===== src/pie_consts.svh =====
// Purpose: Offsets, field positions, reset values and counts for the PHY irq/control bank
// Assumes: 32-bit AXI4-Lite data, one aligned word per register
// Notes: Status register offset is a local choice
`ifndef PIE_CONSTS_SVH
`define PIE_CONSTS_SVH

// ----------------------------------------------------------------
// Register byte offsets
// ----------------------------------------------------------------
`define PIE_OFF_EVT_STATUS 8'hD4
`define PIE_OFF_IRQ_EN 8'hD8
`define PIE_OFF_FTX_CTL 8'hDC

// ----------------------------------------------------------------
// Event status / enable bit positions
// ----------------------------------------------------------------
`define PIE_EVT_NEG_DONE 6
`define PIE_EVT_REMOTE_FAULT 5
`define PIE_EVT_LINK_DOWN 4
`define PIE_EVT_ACK_RX 3
`define PIE_EVT_DETECT_FAULT 2
`define PIE_EVT_PAGE_RX 1
`define PIE_EVT_ERR_FULL 0
`define PIE_EVT_W 7

// ----------------------------------------------------------------
// Fast transmit control bit positions
// ----------------------------------------------------------------
`define PIE_FTX_ERR_CNT_OFF 13
`define PIE_FTX_NEG_DONE 12
`define PIE_FTX_FAR_LOOP 9
`define PIE_FTX_BASELINE 8
`define PIE_FTX_LINE_CODE 7
`define PIE_FTX_TX_ISO 5
`define PIE_FTX_OPSTATE_HI 4
`define PIE_FTX_OPSTATE_LO 2
`define PIE_FTX_TERNARY 1
`define PIE_FTX_SCRAMBLER 0

// ----------------------------------------------------------------
// Reset values and counts
// ----------------------------------------------------------------
`define PIE_RST_IRQ_EN 7'h00
`define PIE_RST_BASELINE 1'h1
`define PIE_RST_LINE_CODE 1'h1
`define PIE_ERR_FULL_COUNT 7'h40
`define PIE_MAC_LOOP_NONE 2'h0
`define PIE_RESP_OKAY 2'h0
`define PIE_RESP_SLVERR 2'h2

`endif


===== src/pie_pkg.sv =====
// Purpose: Types for the PHY irq/control bank
// Assumes: Constants come from pie_consts.svh
// Notes: All module state is one packed struct
`include "pie_consts.svh"

package pie_pkg;

  // ----------------------------------------------------------------
  // Register select
  // ----------------------------------------------------------------
  typedef enum logic [1:0] {
    PIE_SEL_NONE = 2'b00,
    PIE_SEL_STATUS = 2'b01,
    PIE_SEL_IRQ_EN = 2'b10,
    PIE_SEL_FTX = 2'b11
  } pie_sel_type;

  // ----------------------------------------------------------------
  // Transceiver event inputs, one-cycle pulses
  // ----------------------------------------------------------------
  typedef struct packed {
    logic remote_fault;
    logic link_down;
    logic ack_rx;
    logic detect_fault;
    logic page_rx;
    logic rx_err;
  } pie_evt_type;

  // ----------------------------------------------------------------
  // Fast transmit control outputs
  // ----------------------------------------------------------------
  typedef struct packed {
    logic err_counter_off;
    logic far_loopback_en;
    logic baseline_restore_en;
    logic line_inversion_code_en;
    logic transmit_isolate;
    logic ternary_code_bypass;
    logic scrambler_bypass;
  } pie_ftx_type;

  // ----------------------------------------------------------------
  // Whole module state
  // ----------------------------------------------------------------
  typedef struct packed {
    logic aw_held;
    logic [7:0] aw_addr;
    logic aw_hit;
    logic w_held;
    logic [15:0] w_data;
    logic [1:0] w_strb;
    logic awready;
    logic wready;
    logic bvalid;
    logic [1:0] bresp;
    logic arready;
    logic rvalid;
    logic [31:0] rdata;
    logic [1:0] rresp;
    logic [6:0] irq_en;
    logic far_loop_req;
    pie_ftx_type ftx;
    logic [6:0] status;
    logic [6:0] err_cnt;
    logic neg_prev;
    logic irq;
  } pie_state_type;

endpackage : pie_pkg


===== src/pie_regs.sv =====
// Purpose: PHY event status, interrupt enable and fast transmit control registers
// Assumes: Event, mode and status inputs come from logic on ref_clk
// Notes: AXI4-Lite slave, one write and one read outstanding at most
//
// How it works
// Error-full flag sets at 64 errored packets
// Latched flags hold until read, read clears
// Enable bit 6 gates negotiation-done interrupt
// Enable bit 5 gates remote-fault interrupt
// Enable bit 4 gates link-down interrupt
// Enable bit 3 gates acknowledge-received interrupt
// Enable bit 2 gates detection-fault interrupt
// Enable bit 1 gates page-received interrupt
// Enable bit 0 gates error-full interrupt
// Interrupt high while any enabled flag set
// Counter-off bit stops receive error counting
// Bit 12 mirrors negotiation-done status
// Bit 9 far loopback, only with MAC loop 00
// Bit 8 baseline restore, resets to one
// Bit 7 line code conversion, resets one
// Bit 5 isolates transmitter, resets zero
// Bits 4..2 report current operating state
// Bit 1 bypasses ternary encoder and decoder
// Bit 0 bypasses scrambler and descrambler
//
// Our own choice: register access over AXI4-Lite.
`timescale 1ns/1ps
`include "pie_consts.svh"

module pie_regs
  import pie_pkg::*;
#(
  parameter int ADDR_W = 8
) (
  input wire logic ref_clk,
  input wire logic sys_rst,
  // AXI4-Lite slave
  input wire logic [ADDR_W-1:0] s_axi_awaddr,
  input wire logic s_axi_awvalid,
  output logic s_axi_awready,
  input wire logic [31:0] s_axi_wdata,
  input wire logic [3:0] s_axi_wstrb,
  input wire logic s_axi_wvalid,
  output logic s_axi_wready,
  output logic [1:0] s_axi_bresp,
  output logic s_axi_bvalid,
  input wire logic s_axi_bready,
  input wire logic [ADDR_W-1:0] s_axi_araddr,
  input wire logic s_axi_arvalid,
  output logic s_axi_arready,
  output logic [31:0] s_axi_rdata,
  output logic [1:0] s_axi_rresp,
  output logic s_axi_rvalid,
  input wire logic s_axi_rready,
  // Transceiver side
  input wire pie_evt_type evt,
  input wire logic negotiation_done,
  input wire logic [2:0] operating_state,
  input wire logic [1:0] mac_loop_mode,
  output pie_ftx_type ftx,
  output logic phy_irq
);

  // ----------------------------------------------------------------
  // Elaboration checks
  // ----------------------------------------------------------------
  if (ADDR_W < 8) begin : g_addr_chk
    $error("ADDR_W must be at least 8");
  end

  // ----------------------------------------------------------------
  // Address decode
  // ----------------------------------------------------------------
  function automatic pie_sel_type decode(input logic [ADDR_W-1:0] addr);
    logic [ADDR_W-1:0] word;
    word = {addr[ADDR_W-1:2], 2'h0};
    if (word == ADDR_W'(`PIE_OFF_EVT_STATUS)) begin
      decode = PIE_SEL_STATUS;
    end else if (word == ADDR_W'(`PIE_OFF_IRQ_EN)) begin
      decode = PIE_SEL_IRQ_EN;
    end else if (word == ADDR_W'(`PIE_OFF_FTX_CTL)) begin
      decode = PIE_SEL_FTX;
    end else begin
      decode = PIE_SEL_NONE;
    end
  endfunction : decode

  function automatic logic [15:0] ftx_word(input pie_state_type s,
                                           input logic neg_done,
                                           input logic [2:0] opstate);
    logic [15:0] v;
    v = 16'h0000;
    v[`PIE_FTX_ERR_CNT_OFF] = s.ftx.err_counter_off;
    v[`PIE_FTX_NEG_DONE] = neg_done;
    v[`PIE_FTX_FAR_LOOP] = s.far_loop_req;
    v[`PIE_FTX_BASELINE] = s.ftx.baseline_restore_en;
    v[`PIE_FTX_LINE_CODE] = s.ftx.line_inversion_code_en;
    v[`PIE_FTX_TX_ISO] = s.ftx.transmit_isolate;
    v[`PIE_FTX_OPSTATE_HI:`PIE_FTX_OPSTATE_LO] = opstate;
    v[`PIE_FTX_TERNARY] = s.ftx.ternary_code_bypass;
    v[`PIE_FTX_SCRAMBLER] = s.ftx.scrambler_bypass;
    ftx_word = v;
  endfunction : ftx_word

  pie_state_type st_q;
  pie_state_type st_d;
  pie_sel_type rd_sel;
  pie_sel_type wr_sel;
  logic aw_take;
  logic w_take;
  logic ar_take;
  logic wr_go;
  logic status_rd;
  logic [6:0] events;
  logic [6:0] rd_clear;

  always_comb begin
    rd_sel = decode(s_axi_araddr);
    wr_sel = decode(ADDR_W'(st_q.aw_addr));
    aw_take = s_axi_awvalid && st_q.awready;
    w_take = s_axi_wvalid && st_q.wready;
    ar_take = s_axi_arvalid && st_q.arready;
    wr_go = st_q.aw_held && st_q.w_held && !st_q.bvalid;
    status_rd = ar_take && (rd_sel == PIE_SEL_STATUS);
    events = 7'h00;
    rd_clear = 7'h00;
    st_d = st_q;

    // ----------------------------------------------------------------
    // Write channel capture, either order
    // ----------------------------------------------------------------
    if (aw_take) begin
      st_d.aw_held = 1'h1;
      st_d.aw_addr = s_axi_awaddr[7:0];
      st_d.aw_hit = (decode(s_axi_awaddr) != PIE_SEL_NONE);
    end
    if (w_take) begin
      st_d.w_held = 1'h1;
      st_d.w_data = s_axi_wdata[15:0];
      st_d.w_strb = s_axi_wstrb[1:0];
    end
    st_d.awready = !st_d.aw_held && !st_q.bvalid;
    st_d.wready = !st_d.w_held && !st_q.bvalid;

    // ----------------------------------------------------------------
    // Register write and response
    // ----------------------------------------------------------------
    if (wr_go) begin
      st_d.aw_held = 1'h0;
      st_d.w_held = 1'h0;
      st_d.bvalid = 1'h1;
      st_d.bresp = st_q.aw_hit ? `PIE_RESP_OKAY : `PIE_RESP_SLVERR;
      if (st_q.aw_hit && wr_sel == PIE_SEL_IRQ_EN && st_q.w_strb[0]) begin
        st_d.irq_en = st_q.w_data[6:0];
      end
      if (st_q.aw_hit && wr_sel == PIE_SEL_FTX) begin
        if (st_q.w_strb[1]) begin
          st_d.ftx.err_counter_off = st_q.w_data[`PIE_FTX_ERR_CNT_OFF];
          st_d.far_loop_req = st_q.w_data[`PIE_FTX_FAR_LOOP];
          st_d.ftx.baseline_restore_en = st_q.w_data[`PIE_FTX_BASELINE];
        end
        if (st_q.w_strb[0]) begin
          st_d.ftx.line_inversion_code_en = st_q.w_data[`PIE_FTX_LINE_CODE];
          st_d.ftx.transmit_isolate = st_q.w_data[`PIE_FTX_TX_ISO];
          st_d.ftx.ternary_code_bypass = st_q.w_data[`PIE_FTX_TERNARY];
          st_d.ftx.scrambler_bypass = st_q.w_data[`PIE_FTX_SCRAMBLER];
        end
      end
    end
    if (st_q.bvalid && s_axi_bready) begin
      st_d.bvalid = 1'h0;
      st_d.awready = !st_d.aw_held;
      st_d.wready = !st_d.w_held;
    end

    // ----------------------------------------------------------------
    // Read channel
    // ----------------------------------------------------------------
    if (ar_take) begin
      st_d.arready = 1'h0;
      st_d.rvalid = 1'h1;
      st_d.rresp = `PIE_RESP_OKAY;
      case (rd_sel)
        PIE_SEL_STATUS: begin
          st_d.rdata = {25'h0000000, st_q.status};
          rd_clear = st_q.status;
        end
        PIE_SEL_IRQ_EN: begin
          st_d.rdata = {25'h0000000, st_q.irq_en};
        end
        PIE_SEL_FTX: begin
          st_d.rdata = {16'h0000, ftx_word(st_q, st_q.neg_prev, operating_state)};
        end
        default: begin
          st_d.rdata = 32'h00000000;
          st_d.rresp = `PIE_RESP_SLVERR;
        end
      endcase
    end
    if (st_q.rvalid && s_axi_rready) begin
      st_d.rvalid = 1'h0;
      st_d.arready = 1'h1;
    end

    // ----------------------------------------------------------------
    // Receive error counter
    // ----------------------------------------------------------------
    if (status_rd && st_q.status[`PIE_EVT_ERR_FULL]) begin
      st_d.err_cnt = 7'h00;
    end
    if (evt.rx_err && !st_q.ftx.err_counter_off
        && st_d.err_cnt != `PIE_ERR_FULL_COUNT) begin
      st_d.err_cnt = st_d.err_cnt + 7'h01;
    end

    events[`PIE_EVT_ERR_FULL] = (st_d.err_cnt == `PIE_ERR_FULL_COUNT)
                                && (st_q.err_cnt != `PIE_ERR_FULL_COUNT);

    // ----------------------------------------------------------------
    // Latched event flags, set wins over read clear
    // ----------------------------------------------------------------
    st_d.neg_prev = negotiation_done;
    events[`PIE_EVT_NEG_DONE] = negotiation_done && !st_q.neg_prev;
    events[`PIE_EVT_REMOTE_FAULT] = evt.remote_fault;
    events[`PIE_EVT_LINK_DOWN] = evt.link_down;
    events[`PIE_EVT_ACK_RX] = evt.ack_rx;
    events[`PIE_EVT_DETECT_FAULT] = evt.detect_fault;
    events[`PIE_EVT_PAGE_RX] = evt.page_rx;
    st_d.status = (st_q.status & ~rd_clear) | events;

    // ----------------------------------------------------------------
    // Outputs
    // ----------------------------------------------------------------
    st_d.irq = |(st_d.status & st_d.irq_en);
    st_d.ftx.far_loopback_en = st_d.far_loop_req
                               && (mac_loop_mode == `PIE_MAC_LOOP_NONE);
  end

  always_ff @(posedge ref_clk) begin
    if (sys_rst) begin
      st_q <= '0;
      st_q.awready <= 1'h1;
      st_q.wready <= 1'h1;
      st_q.arready <= 1'h1;
      st_q.irq_en <= `PIE_RST_IRQ_EN;
      st_q.ftx.baseline_restore_en <= `PIE_RST_BASELINE;
      st_q.ftx.line_inversion_code_en <= `PIE_RST_LINE_CODE;
    end else begin
      st_q <= st_d;
    end
  end

  assign s_axi_awready = st_q.awready;
  assign s_axi_wready = st_q.wready;
  assign s_axi_bvalid = st_q.bvalid;
  assign s_axi_bresp = st_q.bresp;
  assign s_axi_arready = st_q.arready;
  assign s_axi_rvalid = st_q.rvalid;
  assign s_axi_rdata = st_q.rdata;
  assign s_axi_rresp = st_q.rresp;
  assign ftx = st_q.ftx;
  assign phy_irq = st_q.irq;

  // ----------------------------------------------------------------
  // Assertions
  // ----------------------------------------------------------------
  property p_err_full_at_count;
    @(posedge ref_clk) disable iff (sys_rst)
    $rose(st_q.status[`PIE_EVT_ERR_FULL]) |-> st_q.err_cnt == 7'h40;
  endproperty
  a_err_full_at_count: assert property (p_err_full_at_count)
    else $error("error-full flag set away from count 64");

  property p_err_below_count;
    @(posedge ref_clk) disable iff (sys_rst)
    (st_q.err_cnt < 7'h40) && !st_q.status[`PIE_EVT_ERR_FULL]
      && !(evt.rx_err && !st_q.ftx.err_counter_off) |=> !st_q.status[`PIE_EVT_ERR_FULL];
  endproperty
  a_err_below_count: assert property (p_err_below_count)
    else $error("error-full flag set below count 64");

  property p_read_clears;
    @(posedge ref_clk) disable iff (sys_rst)
    (status_rd && st_q.status[`PIE_EVT_LINK_DOWN] && !evt.link_down)
      |=> s_axi_rvalid && s_axi_rdata[`PIE_EVT_LINK_DOWN] && !st_q.status[`PIE_EVT_LINK_DOWN];
  endproperty
  a_read_clears: assert property (p_read_clears)
    else $error("latched flag not returned then cleared by read");

  property p_flag_holds;
    @(posedge ref_clk) disable iff (sys_rst)
    st_q.status[`PIE_EVT_PAGE_RX] && !status_rd |=> st_q.status[`PIE_EVT_PAGE_RX];
  endproperty
  a_flag_holds: assert property (p_flag_holds)
    else $error("latched flag dropped without a read");

  property p_irq_gate;
    @(posedge ref_clk) disable iff (sys_rst)
    ##1 phy_irq == |($past(st_d.status) & $past(st_d.irq_en));
  endproperty
  a_irq_gate: assert property (p_irq_gate)
    else $error("interrupt does not match enabled flags");

  property p_masked_quiet;
    @(posedge ref_clk) disable iff (sys_rst)
    st_q.irq_en == 7'h00 && !wr_go |=> !phy_irq;
  endproperty
  a_masked_quiet: assert property (p_masked_quiet)
    else $error("interrupt raised with all enables clear");

  property p_counter_off;
    @(posedge ref_clk) disable iff (sys_rst)
    st_q.ftx.err_counter_off && !status_rd |=> $stable(st_q.err_cnt);
  endproperty
  a_counter_off: assert property (p_counter_off)
    else $error("error counter moved while disabled");

  property p_ftx_read;
    @(posedge ref_clk) disable iff (sys_rst)
    ar_take && rd_sel == PIE_SEL_FTX |=> s_axi_rvalid
      && s_axi_rdata[`PIE_FTX_NEG_DONE] == $past(st_q.neg_prev)
      && s_axi_rdata[4:2] == $past(operating_state);
  endproperty
  a_ftx_read: assert property (p_ftx_read)
    else $error("control read lost mirror or operating state");

  property p_far_loop;
    @(posedge ref_clk) disable iff (sys_rst)
    ##1 ftx.far_loopback_en |-> $past(mac_loop_mode) == 2'h0 && st_q.far_loop_req;
  endproperty
  a_far_loop: assert property (p_far_loop)
    else $error("far loopback on with MAC loop mode set");

  property p_reset_values;
    @(posedge ref_clk)
    $fell(sys_rst) |-> ftx.baseline_restore_en && ftx.line_inversion_code_en
      && !ftx.transmit_isolate && !ftx.ternary_code_bypass && !ftx.scrambler_bypass;
  endproperty
  a_reset_values: assert property (p_reset_values)
    else $error("control outputs wrong after reset");

  property p_ctl_write;
    @(posedge ref_clk) disable iff (sys_rst)
    wr_go && st_q.aw_hit && wr_sel == PIE_SEL_FTX && st_q.w_strb[0]
      |=> ftx.scrambler_bypass == $past(st_q.w_data[0])
      && ftx.ternary_code_bypass == $past(st_q.w_data[1])
      && ftx.transmit_isolate == $past(st_q.w_data[5]);
  endproperty
  a_ctl_write: assert property (p_ctl_write)
    else $error("control write not applied");

  property p_irq_en_write;
    @(posedge ref_clk) disable iff (sys_rst)
    wr_go && st_q.aw_hit && wr_sel == PIE_SEL_IRQ_EN && st_q.w_strb[0]
      |=> st_q.irq_en == $past(st_q.w_data[6:0]);
  endproperty
  a_irq_en_write: assert property (p_irq_en_write)
    else $error("enable write not applied");

  property p_set_wins;
    @(posedge ref_clk) disable iff (sys_rst)
    status_rd && evt.link_down |=> st_q.status[`PIE_EVT_LINK_DOWN];
  endproperty
  a_set_wins: assert property (p_set_wins)
    else $error("read clear beat a new event");

  property p_neg_event;
    @(posedge ref_clk) disable iff (sys_rst)
    negotiation_done && !st_q.neg_prev |=> st_q.status[`PIE_EVT_NEG_DONE];
  endproperty
  a_neg_event: assert property (p_neg_event)
    else $error("negotiation-done edge not latched");

  property p_err_restart;
    @(posedge ref_clk) disable iff (sys_rst)
    status_rd && st_q.status[`PIE_EVT_ERR_FULL] && !evt.rx_err |=> st_q.err_cnt == 7'h00;
  endproperty
  a_err_restart: assert property (p_err_restart)
    else $error("error counter not restarted by clearing read");

endmodule : pie_regs


===== config.mk =====
export PLATFORM = sky130hd
export DESIGN_NAME = pie_regs
export DESIGN_NICKNAME = d
export VERILOG_FILES = /design/src/pie_pkg.sv /design/src/pie_regs.sv
export VERILOG_INCLUDE_DIRS = /design/src /design/src/src
export SDC_FILE = /design/constraint.sdc
export NUM_CORES = 1
export LEC_CHECK = 0
export BUFFER_PORTS_ARGS = -buffer_cell sky130_fd_sc_hd__buf_2
export CAP_MARGIN = 20
export CORE_ASPECT_RATIO = 1.4
export CORE_MARGIN = 1.5
export CORE_UTILIZATION = 45
export CTS_CLUSTER_SIZE = 14
export DETAILED_ROUTE_END_ITERATION = 8
export GPL_TIMING_DRIVEN = 1
export MAX_ROUTING_LAYER = met4
export PLACE_DENSITY = 0.81
export SYNTH_ARGS = -nofsm -noshare
export SYNTH_HDL_FRONTEND = slang
export SYNTH_SLANG_ARGS = --single-unit

===== constraint.sdc =====
create_clock -name ref_clk -period 2.29 [get_ports ref_clk]
set_input_delay 0.3435 -clock ref_clk [delete_from_list [all_inputs] [get_ports ref_clk]]
set_output_delay 0.3435 -clock ref_clk [all_outputs]
set_load 0.01 [all_outputs]

### Yosys cells after proc, flatten, opt, wreduce, memory -nomap -nowiden

Index checks and enable logic that the tools add are counted.

| word-level totals | value |
|---|---|
| output and inout bits | 49 |
| input port bits | 71 |
| register bits | 101 |
| word-level logic and storage cells | 110 |

| cells by class | value |
|---|---|
| reductions and logical operators | 34 |
| equal/unequal tests | 17 |
| bitwise operators | 4 |
| multiplexer cells | 27 |
| add/sub/neg operators | 1 |

Operator list:

| operator | count |
|---|---|
| 6-bit equality test, second input constant | 9 |
| 14-bit case mux with 3 select lines | 1 |
| 7-bit 2-to-1 mux | 5 |
| 2-bit 2-to-1 mux | 14 |
| 1-bit logical AND | 19 |
| 19-bit 2-to-1 mux | 1 |
| 7-bit bitwise AND | 2 |
| 7-bit != test, second input constant | 2 |
| 10-bit 2-to-1 mux | 1 |
| 9-bit 2-to-1 mux | 1 |
| 2-bit equality test, second input constant | 4 |
| 7-bit by 1-bit adder with 7-bit output, second input constant | 1 |
| 7-bit equality test, second input constant | 1 |
| 1-bit logical NOT | 7 |
| 7-bit NOT | 1 |
| 7-bit bitwise OR | 1 |
| 7-bit OR reduction | 1 |
| 3-bit 2-to-1 mux | 2 |
| 3-bit AND reduction | 2 |
| 2-bit OR reduction | 2 |
| 3-bit OR reduction | 1 |
| 2-bit by 1-bit equality test with 1-bit output, second input constant | 1 |
| 2-bit logical NOT | 1 |
| 1-bit 2-to-1 mux | 2 |
| 2-bit nonzero test | 1 |

### Depth between registers and ports, before layout

Gate-level depths: netlist (run 1).

| logic depth | value |
|---|---|
| depth in word-level cells | 16 |
| mapped depth | 12 |
| depth with buffers taken out | 11 |

### Worst setup path before layout (run 1)

Ideal clock, no wire load.

| path | value |
|---|---|
| path kind | in2reg |
| from | in s_axi_araddr[2] |
| to | reg st_q[9] in the netlist's numbering |
| data required time | 2.165 ns |
| path slack | -0.138 ns |
| path buffers | 1 |
| data arrival time | 2.303 ns |
| setup time | 0.125 ns |
| cell stages on the path | 11 |
| cell sequence | nor2b_1 -> clkbuf_1 -> nand4_2 -> and2_1 -> inv_1 -> ha_1 -> nor3b_4 -> a21oi_2 -> mux2_4 -> a32o_2 -> nor2b_4 |

| on the way | value |
|---|---|
| cells in the longest elaborated chain, start to end | 14 |
| elaborated cells between the ends (all ways) | 21 |
| classes of those cells | 1 x add/sub; 6 x eq/ne; 7 x mux; 3 x bitwise; 4 x reduce/logical |

Ends and longest elaborated chain:

| item | line | source |
|---|---|---|
| start, declared | pie_regs.sv:48 | `input wire logic [ADDR_W-1:0] s_axi_araddr,` |
| 6-bit equality test | pie_regs.sv:81 | `` end else if (word == ADDR_W'(`PIE_OFF_FTX_CTL)) begin `` |
| 2-bit 2-to-1 mux | pie_regs.sv:81 |  |
| 2-bit 2-to-1 mux | pie_regs.sv:79 | `` end else if (word == ADDR_W'(`PIE_OFF_IRQ_EN)) begin `` |
| 2-bit 2-to-1 mux (*) | pie_regs.sv:77 | `` if (word == ADDR_W'(`PIE_OFF_EVT_STATUS)) begin `` |
| 2-bit by 1-bit equality test with 1-bit output (*) | pie_regs.sv:124, pie_regs.sv:183 |  |
| parallel branches: the longest is 8 deep, another holds 7-bit by 1-bit adder with 7-bit output | n/a |  |
| 7-bit bitwise OR (*) | pie_regs.sv:229 | `st_d.status = (st_q.status & ~rd_clear) \| events;` |
| end signal, assigned | pie_regs.sv:249 | `st_q <= st_d;` |
| end, declared | pie_regs.sv:105 | `pie_state_type st_q;` |

Mark *: on every way between the ends.
A chain may end at the register's enable or synchronous reset.

### Final worst setup path (run 1)

| path | value |
|---|---|
| from | reg st_q (netlist bit s_axi_arready) |
| to | reg st_q[9] in the netlist's numbering |

| on the way | value |
|---|---|
| cells in the longest elaborated chain, start to end | 10 |
| elaborated cells between the ends (all ways) | 14 |
| classes of those cells | 1 x add/sub; 2 x eq/ne; 3 x mux; 3 x bitwise; 5 x reduce/logical |

Ends and longest elaborated chain:

| item | line | source |
|---|---|---|
| 1-bit logical AND (*) | pie_regs.sv:122 | `ar_take = s_axi_arvalid && st_q.arready;` |
| parallel branches: the longest is 8 deep, another holds 7-bit by 1-bit adder with 7-bit output | n/a |  |
| 7-bit bitwise OR (*) | pie_regs.sv:229 |  |

Marks and branches as above.

==> impl_results.md, run 1 <==
* Crit path DAT at 2.36 ns
* Die area at roughly 8000 µm²
* Inst Count DP at 528
* Syn Inst Count at 386
* Worst slew margin at 51.4%
* Hold Path Class: input pin to flop
* Clock sink total at around 70
* DR pass1 iterations at 4
* Post-Syn Area at roughly 3300 µm²
* Gr ovfl total at 0
* Die W at ~76 µm
* I/O pin cnt at 120
* Maximum vdd drop at around 0.35 mV
* Clock Path Buffers at 2
* Fin. max-slew vios at 0
* Antenna diodes at 0
* Net count, final at 515
* Synth async-reset ratio at 0%
* Startpoint type of the worst setup path: flop
* Fraction of layout cells with a size suffix above 1 at 26.8%
* Final hold vios at 0
* Seq/Total Area, Yosys at between 40 and 50%
* TritonCTS clock tree: built
* WL final at ~7000 µm
* Placer Congestion at roughly 0.9
* First-pass GRT wire length at about 12000 µm
* Avg Cell Area, Syn at 8.66 µm²
* Yosys top cell area share at 43.1%
* Clock Skew at between 0.008 and 0.009 ns
* Vias post-DR at 2763
* Max Cap Viol at 0
* Initial drt markers at 169
* Worst setup EP type: flop
* Setup TNS at 0 ns
* Total CTS buffers at 9
* Root buf cell: clkbuf_8
* Outcome: complete, no violations
* Area grow syn2layout at 14.7%
* Pleak at between 1.5 and 2 nW
* Yosys warning total at 0
* Power Dens Cells at 669 nW/µm²
* Post-synth EDFFs at 0
* Gr usage total at roughly 19%
* Port Buf Inserts at 70
* Final worst-path cycle share at 93.9%
* Slew @ Worst Pin at ~0.73 ns
* Hold bufs inserted after CTS at 0
* Setup CP Type: flop to flop
* # rows at 37
* Seq cells post-synth at 72
* CP cell instances: and2_4 -> nand4_4 -> and2_1 -> inv_1 -> ha_1 -> nor3b_4 -> a21oi_2 -> mux2_4 -> a32o_2 -> nor2b_4
* CP max-delay cell: dfxtp_2
* Pin count of the biggest net entering global routing at 34
* Fin crit period at 2.15 ns
* Initial antenna violation count at 0
* Antenna Nets Post-Route at 0
* Initial Util at between 40 and 50%
* DR vias/cell at slightly above 5
* Final non-filler cell total at between 500 and 600
* Core area at roughly 7300 µm²
* Setup violations, final at 0
* HPWL Detailed at ~5400 µm
* Yosys top cell by area: dfxtp_1
* Number of remaining DRC errors at 0
* Vias in the first global route at about 2600
* Die Ht at between 100 and 150 µm
* Crit path buf inv count at 1
* Synth Flop Type: dfxtp_1
* Top cells by area, synth: dfxtp_1 (43%), buf_4 (9.7%), nand2_1 (4.9%), nor2_1 (4.9%), a21oi_1 (4.8%)
* H-tree Lvls at 3
* Hold WS at 0.154 ns
* Post-CTS Setup Repair Bufs at 0
* Fmax at 465 MHz
* R2R setup slack at around 0.14 ns
* Critical Path Max Stage Delay at roughly 0.34 ns
* CP required at around 2.5 ns
* Crit path max-delay family: simple AND/OR/NAND/NOR gates
* RSZ-0062 raised after global routing: false
* Clock transition at the registers of the reported paths at around 0.08 ns
* Crit-path max FO at 4
* Unique masters post-synth at 51
* Clock latency on the worst-skew pair at approximately 0.34 ns
* Per-cell routed wire length at roughly 13 µm
## cell type report
| cell class | instances | area [µm²] |
|---|---|---|
| Clock buffer | 11 | 141 |
| Clock inverter | 5 | 56.3 |
| Fill cell | 688 | 3440 |
| Inverter | 7 | 26.3 |
| Multi-Input combinational cell | 263 | 1550 |
| Sequential cell | 72 | 1440 |
| Tap cell | 97 | 121 |
| Timing Repair Buffer | 89 | 493 |
## flip-flops by register name (all words and copies together), names as in the netlist
name / flops
s_axi_bresp: 1
s_axi_bvalid: 1
s_axi_awready: 1
st_q: 45
s_axi_arready: 1
s_axi_rvalid: 1
s_axi_rresp: 1
s_axi_wready: 1
s_axi_rdata: 12
phy_irq: 1
ftx: 7
## layout by cell type (no fill, tap or decap), types with 2 or more instances in the layout
cell type,netlist,final
dfxtp_1,72,71
buf_2,0,70
nand2_1,44,44
nor2_1,44,44
a21oi_1,32,32
conb_1,1,22
buf_4,43,19
a22oi_1,13,13
nand3_1,13,13
mux2i_1,13,13
nor3_1,10,10
clkbuf_8,0,10
inv_1,7,7
mux2_2,7,7
nor2b_1,6,6
a22o_1,6,6
xor2_1,4,4
o22ai_1,4,4
and4b_1,3,3
nand2b_1,3,3
and2_1,3,2
nand3b_1,2,2
nand4b_1,2,2
o21bai_1,2,2
nor4_1,2,2
a211o_1,2,2
nand4_1,2,2
ha_1,2,2
clkinv_2,0,2
## layer usage
layer / vias up / track usage [%] / part of all wire (%)
li1: 1377 / - / -
met2: 95 / 31.8 / 52
met1: 1272 / 22.6 / 41
met3: 19 / 3.76 / 5.0
met5: - / - / 0
met4: 0 / 8.55 / 2.5
## stage by stage
step	power (mW)	area [µm²]	setup slack [ns]	util, %
2_1_floorplan	1.54	3430	0.00933	-
3_3_place_gp	1.59	3630	-0.115	50.0
3_5_place_dp	1.60	3630	-0.138	50.0
4_1_cts	2.58	3830	0.0320	52.7
5_1_grt	2.68	3830	0.0175	52.7
6_report	2.56	3830	0.140	52.7
## repair_timing
action | 4_1_cts | 5_1_grt
hold endpoints to repair | 0 | 0
gates resized for setup | 0 | 2
endpoints found under the setup margin | 0 | 2
## Yosys cell counts, types with 2 or more instances
cell,n
dfxtp_1,72
xor2_1,4
nor2b_1,6
nor4_1,2
nor3_1,10
a22oi_1,13
nand2b_1,3
clkbuf_1,19
a22o_1,6
nor2_1,44
o22ai_1,4
ha_1,2
o21bai_1,2
a211o_1,2
and2_1,3
buf_4,43
mux2_2,7
a21oi_1,32
nand2_1,44
nand3b_1,2
nand3_1,13
and4b_1,3
nand4_1,2
mux2i_1,13
nand4b_1,2
inv_1,7
buf_1,2
## final timing paths
kind                                                  from               endpoint  cells past startpoint
worst min-delay path                      mac_loop_mode[0]      ftx[5]$_SDFF_PP0_                      2
worst max register to register  s_axi_arready$_SDFFE_PP1P_     st_q[9]$_SDFF_PP0_                     10
worst min register to register       st_q[98]$_SDFFE_PP0P_  st_q[98]$_SDFFE_PP0P_                      2
worst max-delay path            s_axi_arready$_SDFFE_PP1P_     st_q[9]$_SDFF_PP0_                     10
## kinds of logic (layout without fill, tap and decap cells)
group	Yosys count	after routing	synth area share (%)
AOI/OAI and AO/OA	69	69	13.5
xor gates and xnor gates	5	5	1.31
adders and majority gates	2	2	0.749
buffers and inverters	72	112	13.1
DFF	72	72	43.1
muxes	21	21	6.70
other	1	22	0.112
and+or+nand+nor	144	144	21.4
## power by group
| group | total, mW | switching, mW | internal [mW] |
|---|---|---|---|
| Combinational | 0.242 | 0.139 | 0.103 |
| Sequential | 1.33 | 0.0351 | 1.30 |
| Clock | 0.988 | 0.457 | 0.531 |
(Power assumes the default switching activity.)
==> run 2: changes to the inputs <==
Settings changed: CORE_MARGIN 1.5 to unset.
==> run 2 against run 1 <==
Clock power down 2%. Fmax down 1.8%. Final cell count decreased by 0.74%. Non-clock buffer count shrank 1. First-iteration DRC count down 8.3%. Setup slack got worse by 0.039 ns. Hold slack improved by 0.013 ns. Highest routed layer unchanged.
==> impl_results.md, run 2 (same netlist as run 1, synthesis figures left out) <==
* Outcome: complete, no violations
* Top reg by flops: st_q
* CP cell instances: and2_4 -> nand4_4 -> and2_1 -> inv_1 -> ha_1 -> nor3b_4 -> a21oi_2 -> mux2_4 -> a32o_2 -> o2bb2ai_1
* Fmax at 457 MHz (-1.8%)
* Die Ht at 104 µm (-0.95%)
* Final worst-path cycle share at 95.6% (+1.7 points)
* Slew @ Worst Pin at 0.779 ns (+0.0501 ns)
* TritonCTS clock tree: built
* Root buf cell: clkbuf_8
* Placement Setup Slack at -0.185 ns (-0.0476 ns)
* H-tree Lvls at 3 (unchanged)
* Initial Util at 47.3% (+1.3 points)
* Core area at 7070 µm² (-2.7%)
* Fin area at 3820 µm² (-0.20%)
* Per-cell routed wire length at 12.8 µm (+0.51%)
* Area grow syn2layout at 14.5%
* Fraction of layout cells with a size suffix above 1 at 26.3% (-0.55 points)
* CP required at 2.49 ns (about the same)
* Power Dens Cells at 666 nW/µm² (-0.37%)
* Clock Skew at 0.00509 ns (-0.00301 ns)
* Vias post-DR at 2721 (-1.5%)
* Placer Congestion at 0.908 (+1.1%)
* Worst setup EP type: flop
* Antenna diodes at 0 (unchanged)
* Gr usage total at 18.8% (-0.69 points)
* Hold Startpoint: mac_loop_mode[0]
* Final non-filler cell total at 540 (-0.74%)
* Fin worst setup slack at 0.101 ns (-0.0393 ns)
* Setup CP Type: flop to flop
* Fin crit period at 2.19 ns (+0.0393 ns)
* Crit path DAT at 2.38 ns (+0.02 ns)
* RSZ-0062 raised after global routing: false
* Port Buf Inserts at 70 (unchanged)
* Maximum vdd drop at 0.361 mV (+2.5%)
* Hold Path Class: input pin to flop
* DR pass1 iterations at 4 (unchanged)
* WL final at 6900 µm (-0.23%)
* Crit path max-delay family: simple AND/OR/NAND/NOR gates
* Crit path buf inv count at 1 (unchanged)
* Clock sink total at 72 (unchanged)
* Most frequent cells in the layout: dfxtp_1 (71), buf_2 (70), nand2_1 (44), nor2_1 (44), a21oi_1 (32)
* Post-DP Area at 3630 µm² (-0.14%)
* R2R depth at 10 (unchanged)
* Max FFs per register at 45 (unchanged)
* HPWL Detailed at 5190 µm (-3.1%)
* DR vias/cell at 5.04 (-0.79%)
* Hold bufs inserted after CTS at 0 (unchanged)
* Startpoint type of the worst setup path: flop
* CP Launch Point: s_axi_arready$_SDFFE_PP1P_
* # rows at 36 (-2.7%)
* Pleak at 1.74 nW (-0.37%)
* Critical Path Max Stage Delay at 0.35 ns (about the same)
* Die area at 7780 µm² (-2.3%)
* Initial drt markers at 155 (-8.3%)
* First-pass GRT wire length at 11100 µm (-4.4%)
* Crit. path cell count at 10 (unchanged)
* Max Cap Viol at 0 (unchanged)
* Clock transition at the registers of the reported paths at 0.07 ns (about the same)
* I/O pin cnt at 120 (unchanged)
* R2R setup slack at 0.10 ns (-0.04 ns)
* Worst r2r src: s_axi_arready$_SDFFE_PP1P_
* Pin count of the biggest net entering global routing at 41 (+21%)
* Final hold vios at 0 (unchanged)
* Worst slew margin at 48.1% (-3.3 points)
* Number of remaining DRC errors at 0 (unchanged)
* Net count, final at 514 (-0.19%)
* CP max-delay cell: dfxtp_2
* Crit-path max FO at 4 (unchanged)
* Setup TNS at 0 ns (unchanged)
* Inst Count DP at 524 (-0.76%)
* Gr ovfl total at 0 (unchanged)
* Vias in the first global route at 2453 (-4.2%)
* Fin. max-slew vios at 0 (unchanged)
* Die W at 74.8 µm (-1.3%)
* Clock Path Buffers at 2 (unchanged)
* Total CTS buffers at 9 (unchanged)
* Min-Delay Path Depth at 2 (unchanged)
* Setup violations, final at 0 (unchanged)
* Clock latency on the worst-skew pair at 0.33 ns (about the same)
* Commonest non-fill, non-tap cell in the layout: dfxtp_1
* Initial antenna violation count at 0 (unchanged)
* Antenna Nets Post-Route at 0 (unchanged)
## run 2: final timing paths
check	to
worst max-delay path	phy_irq$_SDFF_PP0_
worst min-delay path	ftx[5]$_SDFF_PP0_
worst max register to register	phy_irq$_SDFF_PP0_
worst min register to register	st_q[87]$_SDFFE_PP0P_
## run 2: cell type report
class,instances,area [µm²]
multi-input cells,263,1550
repair buffers,88,498
flip-flops and latches,72,1440
inverters,7,26.3
clock inverters,3,42.5
fillers,670,3250
clock buffers,12,145
well taps,95,119
## run 2: routing by layer
layer  share of wire [%]  global-route usage [%]
met2                  50                    30.6
met1                  44                    21.6
met3                 3.2                    2.91
met5                   0                       -
met4                 2.9                    10.1
## run 2: power by group
group          leakage (nW)  internal [mW]  switching (mW)
logic                  1.06          0.107           0.138
registers             0.587           1.30          0.0356
clock network        0.0925          0.526           0.443
## run 2: repair_timing
action	in CTS	in global routing
endpoints found under the setup margin	0	2
resized for setup	0	2
setup buffers	0	1
## run 2: metrics by stage
| stage | hold slack (ns) | total power, mW | util, % |
|---|---|---|---|
| after CTS | 0.157 | 2.57 | 53.9 |
| final | 0.167 | 2.55 | 54.1 |
| after detailed placement | 0.451 | 1.61 | 51.3 |
| after global routing | 0.156 | 2.67 | 54.1 |
| after floorplan | 0.422 | 1.54 | - |
| after global placement | 0.445 | 1.60 | 51.3 |
==> run 3: changes to the inputs <==
Settings changed: PLACE_DENSITY 0.81 to 0.78.
Clock period 2.29 ns to 2.5 ns, I/O delays scaled along.
==> run 3 against run 2 <==
Cell area shrank 1.6%. Hold slack gained 0.026 ns. Routed wire length grew 0.87%. Final cell count shrank 0.93%. Utilization shrank 0.85 points. Largest power group unchanged.
==> impl_results.md, run 3 (same netlist as run 1, synthesis figures left out) <==
* Core area at 7070 µm² (unchanged)
* Final non-filler cell total at 535 (-0.93%)
* Total CTS buffers at 9 (unchanged)
* Die Ht at 104 µm (unchanged)
* Fin worst setup slack at 0.174 ns (+0.0738 ns)
* Per-cell routed wire length at 13.0 µm (+1.8%)
* Register area at 1440 µm² (about the same)
* # fillers at 683 (+1.9%)
* Pleak at 1.71 nW (-1.9%)
* Combinational share of power at 9.1% (-0.5 points)
* CP Launch Point: s_axi_arready$_SDFFE_PP1P_
* Area grow syn2layout at 12.7%
* Fin. max-slew vios at 0 (unchanged)
* Setup violations, final at 0 (unchanged)
* Worst r2r src: s_axi_arready$_SDFFE_PP1P_
* Placement Setup Slack at -0.0398 ns (+0.145 ns)
* Initial drt markers at 136 (-12%)
* P_int at 1.77 mW (-8.6%)
* Number of remaining DRC errors at 0 (unchanged)
* Clock sink total at 72 (unchanged)
* First-pass GRT wire length at 11100 µm (+0.56%)
* Cts repair resizes at 0 (unchanged)
* DR vias/cell at 5.11 (+1.4%)
* Setup CP Type: flop to flop
* Hold Path Class: input pin to flop
* Initial antenna violation count at 0 (unchanged)
* Crit path DAT at 2.54 ns (+0.16 ns)
* Gr ovfl total at 0 (unchanged)
* Psw at 0.594 mW (-3.7%)
* Antenna Nets Post-Route at 0 (unchanged)
* Final hold vios at 0 (unchanged)
* Die area at 7780 µm² (unchanged)
* DR pass1 iterations at 4 (unchanged)
* Die W at 74.8 µm (unchanged)
* Switching share of power at 25.2% (+0.96 points)
* Register share of total power at 51.7% (-0.6 points)
* Placer Congestion at 0.889 (-2.1%)
* Pin count of the biggest net entering global routing at 43 (+4.9%)
* Slew @ Worst Pin at 0.766 ns (-0.0130 ns)
* Clock latency on the worst-skew pair at 0.35 ns (+0.02 ns)
* RSZ-0062 raised after global routing: false
* Post-CTS Setup Repair Bufs at 0 (unchanged)
* Crit-path max FO at 5 (+1)
* Clock Skew at 0.00895 ns (+0.00386 ns)
* Fraction of layout cells with a size suffix above 1 at 25.2% (-1.1 points)
* R2R setup slack at 0.17 ns (+0.07 ns)
* Fmax at 430 MHz (-5.9%)
* Inst Count DP at 519 (-0.95%)
* TritonCTS clock tree: built
* Max Cap Viol at 0 (unchanged)
* Initial Util at 47.3% (unchanged)
* Power Dens Cells at 627 nW/µm² (-5.9%)
* Gr usage total at 19.2% (+0.37 points)
* Clock transition at the registers of the reported paths at 0.07 ns (about the same)
* Worst setup EP type: flop
* Startpoint type of the worst setup path: flop
* Hold WS at 0.194 ns (+0.0263 ns)
* # rows at 36 (unchanged)
* Power, Total at 2.36 mW (-7.4%)
* R2R depth at 10 (unchanged)
* Multi-input gate area at 1540 µm² (-0.73%)
* Maximum vdd drop at 0.442 mV (+22%)
* HPWL Detailed at 5230 µm (+0.93%)
* Vias in the first global route at 2517 (+2.6%)
* Clock power share at 39.1% (+1.1 points)
* CP required at 2.71 ns (+0.22 ns)
* End of the worst register-to-register path: phy_irq$_SDFF_PP0_
* H-tree Lvls at 3 (unchanged)
* Final worst-path cycle share at 93.0% (-2.6 points)
* Hold Startpoint: mac_loop_mode[1]
* WL final at 6960 µm (+0.87%)
* Net count, final at 508 (-1.2%)
* Hold bufs inserted after CTS at 0 (unchanged)
* Root buf cell: clkbuf_8
* Max FFs per register at 45 (unchanged)
* Vias post-DR at 2733 (+0.44%)
* Worst slew margin at 48.9% (+0.87 points)
* Most frequent cells in the layout: dfxtp_1 (72), buf_2 (70), nand2_1 (44), nor2_1 (44), a21oi_1 (32)
* Worst setup endpoint: phy_irq$_SDFF_PP0_
* Top reg by flops: st_q
* Min-Delay Path Depth at 2 (unchanged)
* Commonest non-fill, non-tap cell in the layout: dfxtp_1
* Clock Path Buffers at 2 (unchanged)
* Antenna diodes at 0 (unchanged)
* Fin crit period at 2.33 ns (+0.136 ns)
* I/O pin cnt at 120 (unchanged)
* Port Buf Inserts at 70 (unchanged)
* Outcome: complete, no violations
[run 3: cell count changes in the layout (fill, tap and decap cells not counted)]
cell      change
dfxtp_1       +1
nand4_4       -1
dfxtp_2       -1
and2_1        +1
nand4_2       +1
clkinv_4      +1
clkinv_2      +1
buf_12        -1
buf_4         -5
and2_4        -1
clkbuf_1      -1
[run 3: worst min path at each step]
stage                                        to
after floorplan           st_q[76]$_SDFFE_PP0P_
after global placement    st_q[83]$_SDFFE_PP0P_
after detailed placement  st_q[96]$_SDFFE_PP0P_
after CTS                     ftx[5]$_SDFF_PP0_
after global routing          ftx[5]$_SDFF_PP0_
final                         ftx[5]$_SDFF_PP0_
[run 3: layout make-up]
type                            count  share of cell area (%)
Inverter                            7                   0.698
Sequential cell                    72                    38.3
Tap cell                           95                    3.16
Multi-Input combinational cell    263                    40.9
Clock buffer                       11                    3.76
Clock inverter                      5                    1.50
Timing Repair Buffer               82                    11.7
[run 3: layer usage]
metal	share of wire [%]	GRT usage, %	wire length, µm	up-vias
met4	2.7	9.43	190	0
li1	-	-	-	1356
met3	5.6	4.65	389	16
met5	0	-	0	-
met1	42	21.7	2920	1259
met2	50	30.8	3450	102
[run 3: critical path, stage by stage, from the launching register on]
cell	delay [ns]
dfxtp_1	0.36
and2_1	0.22
nand4_2	0.12
buf_4	0.17
nand2_1	0.09
ha_1	0.19
nor3b_4	0.24
a21oi_2	0.11
mux2_4	0.30
a32o_2	0.27
o2bb2ai_1	0.11
[run 3: per-stage QoR]
stage	util, %	instance area [µm²]	TNS (ns)
detailed placement	50.4	3570	-0.0792
global route	53.2	3760	0
global placement	50.4	3570	0
CTS	53.2	3760	0
floorplan	-	3420	0
finish	53.2	3760	0
[run 3: power groups by stage]
stage          clock (mW)  combinational, mW  sequential [mW]
2_1_floorplan           0              0.171             1.24
3_3_place_gp            0              0.211             1.24
3_5_place_dp            0              0.216             1.25
4_1_cts             0.937              0.216             1.22
5_1_grt             0.989              0.244             1.23
6_report            0.924              0.216             1.22
